--- src/adc_ctrl_pkg.sv ---
// Purpose: Shared constants and types for the converter control block
// Assumes: 16 sequence slots, 3 buffered channels
// Notes: Codes are active-low one-hot channel picks
package adc_ctrl_pkg;
	localparam int slot_count = 16;
	localparam int chan_count = 3;
	localparam logic [2:0] buf_code_ch2 = 3'h3;
	localparam logic [2:0] buf_code_ch1 = 3'h5;
	localparam logic [2:0] buf_code_ch0 = 3'h6;
	localparam logic [3:0] slot_reset = 4'h0;
	localparam logic [15:0] hold_reset = 16'h0000;

	typedef enum logic [2:0] {
		st_idle = 3'h1,
		st_armed = 3'h2,
		st_run = 3'h4
	} seq_state_t;

	typedef struct packed {
		logic [2:0] buffer_route;
		logic buffer_active;
		logic hold_charge;
		logic [3:0] slot;
		logic busy;
		logic sample_strobe;
	} conv_out_t;
endpackage : adc_ctrl_pkg

--- src/adc_buffer_sequence_control.sv ---
// Purpose: Buffer routing, sample-and-hold and sequence abort/restart control
// Assumes: Control bits come from logic on core_clk; one conversion per cycle
// Notes:
// Functional notes
// Codes 011, 101, 110 route buffer to channels 2, 1, 0.
// Software clears all slot hold selections before setting buffer enable.
// Buffer enable with no hold slots inserts buffer, no hold capture.
// Buffer-only mode serves exactly one of three inputs at once.
// Hold selected: charge hold capacitor, keep it until next sample.
// Running sequence may be stopped, reloaded and restarted immediately.
// Software clears enable, reloads slots, sets enable, toggles start bit.
// New sequence starts when start bit rises after being cleared.
// Undefined select codes buffer no channel.
`timescale 1ns/1ns
module adc_buffer_sequence_control (
	input wire logic core_clk,
	input wire logic rst_b,
	input wire logic converter_enable,
	input wire logic software_conversion_start,
	input wire logic [2:0] buffer_select,
	input wire logic hold_buffer_only_enable,
	input wire logic [15:0] slot_hold_select,
	input wire logic [3:0] last_slot,
	output adc_ctrl_pkg::conv_out_t conv_out
);
	adc_ctrl_pkg::seq_state_t state_reg, state_next;
	logic [3:0] slot_reg, slot_next;
	logic start_prev_reg, start_prev_next;
	logic [2:0] route_reg, route_next;
	logic buf_reg, buf_next;
	logic hold_reg, hold_next;
	logic strobe_reg, strobe_next;
	logic busy_reg, busy_next;
	logic hold_pick;
	logic start_rise;
	logic [2:0] route_decode;
	logic hold_any;

	assign hold_any = |slot_hold_select;
	assign start_rise = software_conversion_start & ~start_prev_reg;
	assign hold_pick = slot_hold_select[slot_next];

	// Select decode
	// Other codes route nothing
	always_comb
	begin
		case (buffer_select)
			adc_ctrl_pkg::buf_code_ch2: route_decode = 3'h4;
			adc_ctrl_pkg::buf_code_ch1: route_decode = 3'h2;
			adc_ctrl_pkg::buf_code_ch0: route_decode = 3'h1;
			default: route_decode = 3'h0;
		endcase
	end

	always_comb
	begin
		state_next = state_reg;
		slot_next = slot_reg;
		strobe_next = 1'b0;
		start_prev_next = software_conversion_start;
		// Enable low aborts at once
		if (!converter_enable)
		begin
			state_next = adc_ctrl_pkg::st_idle;
			slot_next = adc_ctrl_pkg::slot_reset;
		end
		else
		begin
			case (state_reg)
				adc_ctrl_pkg::st_idle:
				begin
					state_next = adc_ctrl_pkg::st_armed;
				end
				adc_ctrl_pkg::st_armed:
				begin
					// Start on rising edge
					if (start_rise)
					begin
						state_next = adc_ctrl_pkg::st_run;
						slot_next = adc_ctrl_pkg::slot_reset;
						strobe_next = 1'b1;
					end
				end
				adc_ctrl_pkg::st_run:
				begin
					// Slots read live, not latched, so a reload takes effect at the next sample
					if (slot_reg == last_slot)
					begin
						state_next = adc_ctrl_pkg::st_armed;
					end
					else
					begin
						slot_next = slot_reg + 4'h1;
						strobe_next = 1'b1;
					end
				end
				default: state_next = adc_ctrl_pkg::st_idle;
			endcase
		end
		// Busy is registered so the port leaves a flop, not a decoder
		busy_next = (state_next == adc_ctrl_pkg::st_run);
	end

	always_comb
	begin
		// Buffer only when no hold slot chosen
		// One-hot route keeps a single input
		buf_next = hold_buffer_only_enable & ~hold_any & (route_decode != 3'h0);
		route_next = buf_next ? route_decode : 3'h0;
		// Hold charges at sample, holds till next
		hold_next = hold_reg;
		if (strobe_next)
		begin
			hold_next = slot_hold_select[slot_next];
		end
		if (!converter_enable)
		begin
			hold_next = 1'b0;
		end
	end

	always_ff @(posedge core_clk or negedge rst_b)
	begin
		if (!rst_b)
		begin
			state_reg <= adc_ctrl_pkg::st_idle;
			slot_reg <= adc_ctrl_pkg::slot_reset;
			start_prev_reg <= 1'b0;
			route_reg <= 3'h0;
			buf_reg <= 1'b0;
			hold_reg <= 1'b0;
			strobe_reg <= 1'b0;
			busy_reg <= 1'b0;
		end
		else
		begin
			state_reg <= state_next;
			slot_reg <= slot_next;
			start_prev_reg <= start_prev_next;
			route_reg <= route_next;
			buf_reg <= buf_next;
			hold_reg <= hold_next;
			strobe_reg <= strobe_next;
			busy_reg <= busy_next;
		end
	end

	assign conv_out.buffer_route = route_reg;
	assign conv_out.buffer_active = buf_reg;
	assign conv_out.hold_charge = hold_reg;
	assign conv_out.slot = slot_reg;
	assign conv_out.busy = busy_reg;
	assign conv_out.sample_strobe = strobe_reg;
endmodule : adc_buffer_sequence_control

--- config.mk ---
export PLATFORM = sky130hd
export DESIGN_NAME = adc_buffer_sequence_control
export DESIGN_NICKNAME = d
export VERILOG_FILES = /design/src/adc_ctrl_pkg.sv /design/src/adc_buffer_sequence_control.sv
export SDC_FILE = /design/constraint.sdc
export NUM_CORES = 1
export LEC_CHECK = 0
export BUFFER_PORTS_ARGS = -buffer_cell sky130_fd_sc_hd__buf_2
export CELL_PAD_IN_SITES_DETAIL_PLACEMENT = 1
export CELL_PAD_IN_SITES_GLOBAL_PLACEMENT = 2
export CORE_MARGIN = 8
export CORE_UTILIZATION = 26
export CTS_BUF_LIST = sky130_fd_sc_hd__clkbuf_4 sky130_fd_sc_hd__clkbuf_8
export DETAILED_ROUTE_END_ITERATION = 16
export PLACE_DENSITY = 0.76
export SLEW_MARGIN = 40
export SYNTH_ARGS = -nofsm -noshare
export SYNTH_HDL_FRONTEND = slang
export SYNTH_SLANG_ARGS = --single-unit
--- constraint.sdc ---
create_clock -name core_clk -period 2.23 [get_ports core_clk]
set_clock_uncertainty 0.1 [all_clocks]
set_input_delay 0.223 -clock core_clk [delete_from_list [all_inputs] [get_ports core_clk]]
set_output_delay 0.223 -clock core_clk [all_outputs]
set_load 0.02 [all_outputs]
==> key figures, run 1 <==
Run status
  • Run status: finished with violations
  • Failing checks: setup timing

Global routing
  • Global-route wire length before repair: 5589 um
  • Tot GR Track Use: 0.1088
  • Congestion Overflow GR: 0
  • Maximum number of pins on one net before global-route repair: 16
  • Number of global-route vias before repair: about 1,200
  • Number of antenna violations at the first check in global routing: 0

Worst setup path
  • Worst-path cell chain: nand2b_4 > or3b_4 > a21oi_4 > buf_4 > o221ai_4 > a21boi_2 > a221oi_4 > a311oi_2 > o32ai_2
  • Kind of critical path: reg2reg
  • Source of the worst register-to-register timing path: state_reg[2]
  • Source of the critical timing path: state_reg[2]
  • Stage delay of the slowest cell on the critical path: roughly 0.40 ns
  • Max Fanout on Critical Path: 6
  • Cell at the slowest stage of the critical path: sky130_fd_sc_hd__or3b_4
  • Type of destination of the critical path: flip-flop
  • CP Data Required Time: between 2 and 2.5 ns
  • Endpoint arrival time on the critical path: between 2 and 3 ns
  • CP Launch Type: flip-flop

Yosys
  • Share of Yosys cell area claimed by the top area cell type: 0.3504
  • Sequential element share of the synthesized area: 0.3767
  • Post-synthesis sequential element count: 15
  • Cell area after synthesis: between 900 and 1000 sq um
  • Net count of the mapped netlist: 132
  • Count of cell types in the netlist: 37
  • Synth warn: 0
  • Cell type contributing the most total cell area after synthesis: sky130_fd_sc_hd__dfrtp_1
  • Post-synthesis instance total: between 100 and 150
  • Average cell area after synthesis: between 9 and 10 sq um
  • Most area-consuming cells after synthesis: sky130_fd_sc_hd__dfrtp_1 35%, sky130_fd_sc_hd__nand2b_2 6.1%, sky130_fd_sc_hd__buf_4 3.8%

Placed design
  • Post-detailed-placement cell area: approximately 1400 sq um
  • Total instance count after detailed placement: around 200
  • I/O Buffers: 38
  • Placer's final routability congestion estimate: roughly 0.84
  • Post-detailed-placement half-perimeter wirelength: around 2700 um

Final layout
  • Antenna diode count: 0
  • Fraction of final layout cells with drive strength greater than 1: 0.6135
  • Layout fillers: 450
  • Max reg flops: 4
  • Total area of multi-input combinational cells: about 660 sq um
  • Sequential standard cell area: approximately 380 sq um
  • Final std cell area, no fill: ~1600 sq um
  • Synthesis-to-finish area growth: 55.19%
  • Final Non-Filler Cells: 211
  • Final Net Count: about 190

Hold path
  • Hold crit path type: in2reg
  • Hold path startpoint: software_conversion_start

Routing
  • Initial detailed-routing violation count: 14
  • Average detailed-routed wire length per instance: 15.84 um
  • Total wire length: 3343 um
  • Number of detailed-route iterations in the first pass: 4
  • Via-per-instance ratio: 4.829
  • Number of design rule violations left after detail routing: 0
  • Total number of vias: a little over 1,000
  • Antenna violation net count after detailed routing: 0

Power
  • Areal power density over the cells: between 400 and 500 nW/um^2
  • Total Power: between 0.6 and 0.7 mW
  • Peak supply drop: ~0.17 mV
  • Static power due to leakage: 0.7138 nW

CTS
  • Clock tree from TritonCTS: done
  • Total CTS buffers: 3
  • Clock transition at the register clock pins on the worst setup and hold paths after CTS: approximately 0.07 ns
  • Skew-Pair Late Insertion Delay: 0.25 ns
  • Clk sinks: 15
  • Root buffer selected by CTS: sky130_fd_sc_hd__clkbuf_8
  • Maximum count of clock buffers along a single path: 2
  • CTS H-tree lvls: 1

Timing
  • Fmax: 399.8 MHz
  • Tightest Pin Transition: 0.6805 ns
  • Portion of the clock cycle consumed by the worst path in the final layout: 1.122
  • Setup repair after global routing missed its margin: yes
  • Final-report setup violation count: 1
  • Final number of max-transition violations: 0
  • Endpoints failing hold: 0
  • Post-layout worst setup margin: -0.2713 ns
  • Final period demand of the worst path: approximately 2.5 ns
  • Relative slew slack: 0.5463
  • Final TNS setup: -0.2713 ns

Floorplanning
  • Starting Density: 0.2710
  • Core area: around 3700 sq um
  • Die width: between 70 and 80 um
  • Number of ports placed on the die boundary: 39
  • Die area: around 6100 sq um
  • Overall die height: 78.01 um
  • Site Rows: 22

Flow run
  • MaxCap Viol Count: 0
[critical path, delay by kind of cell (launching register included)]
family | cells | cell delay (ns)
flops | 1 | 0.37
buf+inv | 1 | 0.16
simple gates | 2 | 0.54
compound gates | 6 | 1.23
[cell usage in the layout (no fill, tap or decap), drive strengths merged, types with 4 or more instances in the layout]
| cell type | instances |
|---|---|
| inv | 6 |
| buf | 61 |
| a311oi | 4 |
| xnor2 | 4 |
| dfrtp | 14 |
| nand3 | 4 |
| nor2 | 6 |
| nand2 | 9 |
| nand2b | 8 |
| o21ai | 4 |
| a21oi | 9 |
[power breakdown]
part / internal [mW] / total [mW] / switching (mW)
Combinational: 0.0565 / 0.110 / 0.0536
Clock: 0.125 / 0.228 / 0.102
Sequential: 0.282 / 0.292 / 0.0106
[routing by layer]
layer | wire length [um] | vias up | part of all wire | track usage
met1 | 1379 | 498 | 0.41 | 0.1262
met2 | 1805 | 24 | 0.54 | 0.1947
met5 | 0 | - | 0 | 0
met3 | 97 | 4 | 0.029 | 0.01936
met4 | 61 | 0 | 0.018 | 0.04074
li1 | - | 493 | - | -
[worst paths after layout]
path,to,slack (ns),cells past startpoint
worst max-delay path,hold_reg,-0.27,9
worst min-delay path,start_prev_reg,0.008,1
worst max register to register,hold_reg,-0.27,9
worst min register to register,hold_reg,0.49,2
max in group asynchronous,state_reg[0],1.42,2
min in group asynchronous,start_prev_reg,0.32,2
[stage by stage]
| stage | worst slack [ns] | hold WS, ns | util |
|---|---|---|---|
| floorplan | -0.06832 | -0.1726 | - |
| global placement | -0.1437 | 0.04360 | 0.3704 |
| detailed placement | -0.3006 | 0.04713 | 0.3704 |
| CTS | -0.2430 | 0.008936 | 0.3955 |
| global route | -0.3663 | 0.01450 | 0.4206 |
| finish | -0.2713 | 0.007877 | 0.4206 |
[what timing repair did]
action | CTS | global route
hold buffers | 1 | 0
endpoints found under the setup margin | 1 | 1
resized for setup | 4 | 15
setup buffers | 2 | 1
pin swaps | 1 | 8
hold endpoints to repair | 14 | 0
[area by class of cell]
cell class | count | share of cell area
Multi-Input combinational cell | 76 | 0.4226
Timing Repair Buffer | 62 | 0.2476
Clock inverter | 1 | 0.004839
Sequential cell | 15 | 0.2452
Clock buffer | 3 | 0.02661
Inverter | 6 | 0.01452
Tap cell | 48 | 0.03871
[kinds of logic (layout without fill, tap and decap cells)]
logic type      count (synthesis)  in the layout  synth area share
fa+ha+maj                       1              1           0.01251
compound gates                 26             26            0.2065
simple gates                   45             45            0.2979
buf+inv                        12             72           0.07134
xor+xnor                        4              4           0.03504
flops                          15             15            0.3767
[Yosys cell counts]
master / count
sky130_fd_sc_hd__nor2_4: 1
sky130_fd_sc_hd__and4b_1: 1
sky130_fd_sc_hd__a311oi_1: 3
sky130_fd_sc_hd__nand2b_2: 7
sky130_fd_sc_hd__dfrtp_1: 14
sky130_fd_sc_hd__a311oi_2: 1
sky130_fd_sc_hd__nor4_1: 3
sky130_fd_sc_hd__ha_1: 1
sky130_fd_sc_hd__nand4_1: 3
sky130_fd_sc_hd__a21boi_0: 2
sky130_fd_sc_hd__nor2_1: 5
sky130_fd_sc_hd__nor3b_1: 3
sky130_fd_sc_hd__nand2_2: 1
sky130_fd_sc_hd__a221oi_2: 1
sky130_fd_sc_hd__nand3_1: 4
sky130_fd_sc_hd__buf_4: 5
sky130_fd_sc_hd__buf_6: 1
sky130_fd_sc_hd__xnor2_1: 4
sky130_fd_sc_hd__and4_2: 1
sky130_fd_sc_hd__nor4b_1: 1
sky130_fd_sc_hd__a21oi_1: 7
sky130_fd_sc_hd__o21ai_0: 4
sky130_fd_sc_hd__o21ba_2: 1
sky130_fd_sc_hd__o221ai_2: 1
sky130_fd_sc_hd__or3_1: 1
sky130_fd_sc_hd__and3_2: 3
sky130_fd_sc_hd__a221oi_1: 1
sky130_fd_sc_hd__nand2b_4: 1
sky130_fd_sc_hd__a21oi_2: 1
sky130_fd_sc_hd__inv_1: 6
sky130_fd_sc_hd__nand2_1: 8
sky130_fd_sc_hd__dfstp_2: 1
sky130_fd_sc_hd__and2_2: 1
sky130_fd_sc_hd__or3b_4: 1
sky130_fd_sc_hd__o32ai_1: 1
sky130_fd_sc_hd__a31oi_1: 2
sky130_fd_sc_hd__a21oi_4: 1
Note: power is estimated with default switching activity, not from simulation.
==> run 2: changes to the inputs <==
PLACE_DENSITY = 0.74   (was 0.76)
==> run 2 against run 1 <==
- the run still ends with setup timing left
- non-clock buffer count grew 2
- combinational power up 7%
- critical endpoint unchanged
- core utilization is 0.95 points higher
- cell area grew 2.3%
- die area stayed put
- largest cell class unchanged
==> key figures, run 2 (synthesis gave the netlist of run 1 again) <==
Worst setup path
  • Cell at the slowest stage of the critical path: sky130_fd_sc_hd__a311oi_4
  • Number of cells on the critical path: 12
  • Most numerous cell on the critical path: sky130_fd_sc_hd__buf_4
  • Kind of critical path: reg2reg
  • Worst path top cell family by delay: compound AO/OA/AOI/OAI gates
  • Stage delay of the slowest cell on the critical path: about 0.41 ns
  • Endpoint arrival time on the critical path: 2.60 ns
  • Worst-path cell chain: buf_4 > buf_4 > nand2b_4 > nor2_4 > buf_4 > nand2_2 > a311oi_4 > buf_4 > a21oi_2 > a221oi_4 > a311oi_2 > o32ai_1
  • Worst Reg-to-Reg Cells: 12
  • CP Data Required Time: between 2 and 2.5 ns
  • CP Buf/Inv Count: 4
  • Max Fanout on Critical Path: 5
  • CP Launch Type: flip-flop
  • Type of destination of the critical path: flip-flop

Global routing
  • Global-route wire length before repair: ~5900 um
  • Number of global-route vias before repair: 1,233
  • Tot GR Track Use: 0.1180
  • Number of antenna violations at the first check in global routing: 0
  • Maximum number of pins on one net before global-route repair: 16
  • Congestion Overflow GR: 0

Timing
  • Portion of the clock cycle consumed by the worst path in the final layout: 1.141
  • Setup repair after global routing missed its margin: yes
  • Tightest Pin Transition: 0.5159 ns
  • Relative slew slack: 0.6561
  • Endpoints failing hold: 0
  • Post-layout worst setup margin: -0.3150 ns
  • Final period demand of the worst path: ~2.5 ns
  • Final Hold Slack: 0.01887 ns
  • Final-report setup violation count: 1
  • Fmax: 392.9 MHz
  • Final number of max-transition violations: 0
  • Final TNS setup: -0.3150 ns

Floorplanning
  • Starting Density: 0.2710
  • Die area: approximately 6100 sq um
  • Site Rows: 22
  • Die width: 78.01 um
  • Core area: about 3700 sq um
  • Overall die height: between 70 and 80 um
  • Number of ports placed on the die boundary: 39

Final layout
  • Max reg flops: 4
  • Fraction of final layout cells with drive strength greater than 1: 0.6182
  • Synthesis-to-finish area growth: 58.70%
  • Final std cell area, no fill: approximately 1600 sq um
  • Antenna diode count: 0
  • Most frequent cells in the layout: 38 x sky130_fd_sc_hd__buf_2, 23 x sky130_fd_sc_hd__buf_4, 11 x sky130_fd_sc_hd__dfrtp_1
  • Most common cell after layout, fill and taps aside: sky130_fd_sc_hd__buf_2
  • Layout fillers: 458
  • Final Net Count: 195
  • Final core utilization: 0.4301

Placed design
  • Post-detailed-placement cell area: 1366 sq um
  • Post-detailed-placement half-perimeter wirelength: approximately 2800 um
  • I/O Buffers: 38
  • Placer's final routability congestion estimate: 0.7486

Flow run
  • MaxCap Viol Count: 0

CTS
  • Skew-Pair Late Insertion Delay: around 0.25 ns
  • Total CTS buffers: 3
  • Maximum count of clock buffers along a single path: 2
  • Clk sinks: 15
  • CTS H-tree lvls: 1
  • Clock transition at the register clock pins on the worst setup and hold paths after CTS: 0.06 ns
  • Root buffer selected by CTS: sky130_fd_sc_hd__clkbuf_8
  • Clock tree from TritonCTS: done

Power
  • Total Power: roughly 0.64 mW
  • Peak supply drop: approximately 0.22 mV
  • Areal power density over the cells: 405.9 nW/um^2
  • Static power due to leakage: 0.7356 nW

Run status
  • Failing checks: setup timing
  • Run status: finished with violations

Hold path
  • Instance count along the most critical hold path: 1
  • Hold crit path type: in2reg

Routing
  • Total number of vias: about 1,000
  • Number of detailed-route iterations in the first pass: 4
  • Initial detailed-routing violation count: 33
  • Average detailed-routed wire length per instance: roughly 18 um
  • Total wire length: 3795 um
  • Via-per-instance ratio: about 4.9
  • Number of design rule violations left after detail routing: 0
  • Antenna violation net count after detailed routing: 0
## run 2: changes by cell type in the layout (fill, tap and decap cells not counted), sizes merged
cell / previous run / this run
clkinvlp: 1 / 0
clkbuf: 3 / 4
buf: 61 / 63
## run 2: metal layers
metal | part of all wire | track usage | routed length [um]
met1 | 0.38 | 0.1193 | 1428
met2 | 0.58 | 0.2239 | 2211
met3 | 0.026 | 0.02506 | 98
met4 | 0.015 | 0.05741 | 57
met5 | 0 | 0 | 0
## run 2: final cells by class
type / instances / area, sq um / area share
Multi-Input combinational cell: 76 / 679.4 / 0.4282
Sequential cell: 15 / 380.4 / 0.2397
Timing Repair Buffer: 64 / 395.4 / 0.2492
Tap cell: 48 / 60.06 / 0.03785
Clock buffer: 4 / 48.80 / 0.03076
Inverter: 6 / 22.52 / 0.01420
## run 2: path summary, 6_finish.rpt
kind	start	end	slack (ns)
hold reg to reg	hold_reg	hold_reg	0.46
max in group asynchronous	rst_b	state_reg[0]	1.41
hold / removal	software_conversion_start	start_prev_reg	0.02
setup reg to reg	state_reg[2]	hold_reg	-0.32
setup / recovery	state_reg[2]	hold_reg	-0.32
min in group asynchronous	rst_b	start_prev_reg	0.31
## run 2: metrics by stage
stage | std cells | setup slack, ns
3_3_place_gp | 203 | -0.2317
5_1_grt | 213 | -0.4121
4_1_cts | 209 | -0.1895
3_5_place_dp | 203 | -0.3241
6_report | 213 | -0.3150
2_1_floorplan | 103 | -0.06832
## run 2: report_power, final
group	internal [mW]	switching (mW)
sequential	0.282	0.0107
combinational	0.0618	0.0562
clock	0.139	0.0947
total	0.482	0.162
## run 2: worst register-to-register path, cell delays in order (launching register included)
cell and delay (ns):
sky130_fd_sc_hd__dfrtp_1 0.37, sky130_fd_sc_hd__buf_4 0.12, sky130_fd_sc_hd__buf_4 0.11, sky130_fd_sc_hd__nand2b_4 0.07, sky130_fd_sc_hd__nor2_4 0.11, sky130_fd_sc_hd__buf_4 0.14, sky130_fd_sc_hd__nand2_2 0.08, sky130_fd_sc_hd__a311oi_4 0.41
sky130_fd_sc_hd__buf_4 0.21, sky130_fd_sc_hd__a21oi_2 0.07, sky130_fd_sc_hd__a221oi_4 0.29, sky130_fd_sc_hd__a311oi_2 0.08, sky130_fd_sc_hd__o32ai_1 0.29
## run 2: repair_timing
action,4_1_cts,5_1_grt
hold endpoints to repair,14,0
pin swaps,1,8
endpoints found under the setup margin,1,1
buffers inserted,1,4
hold buffers,1,0
resized for setup,5,18
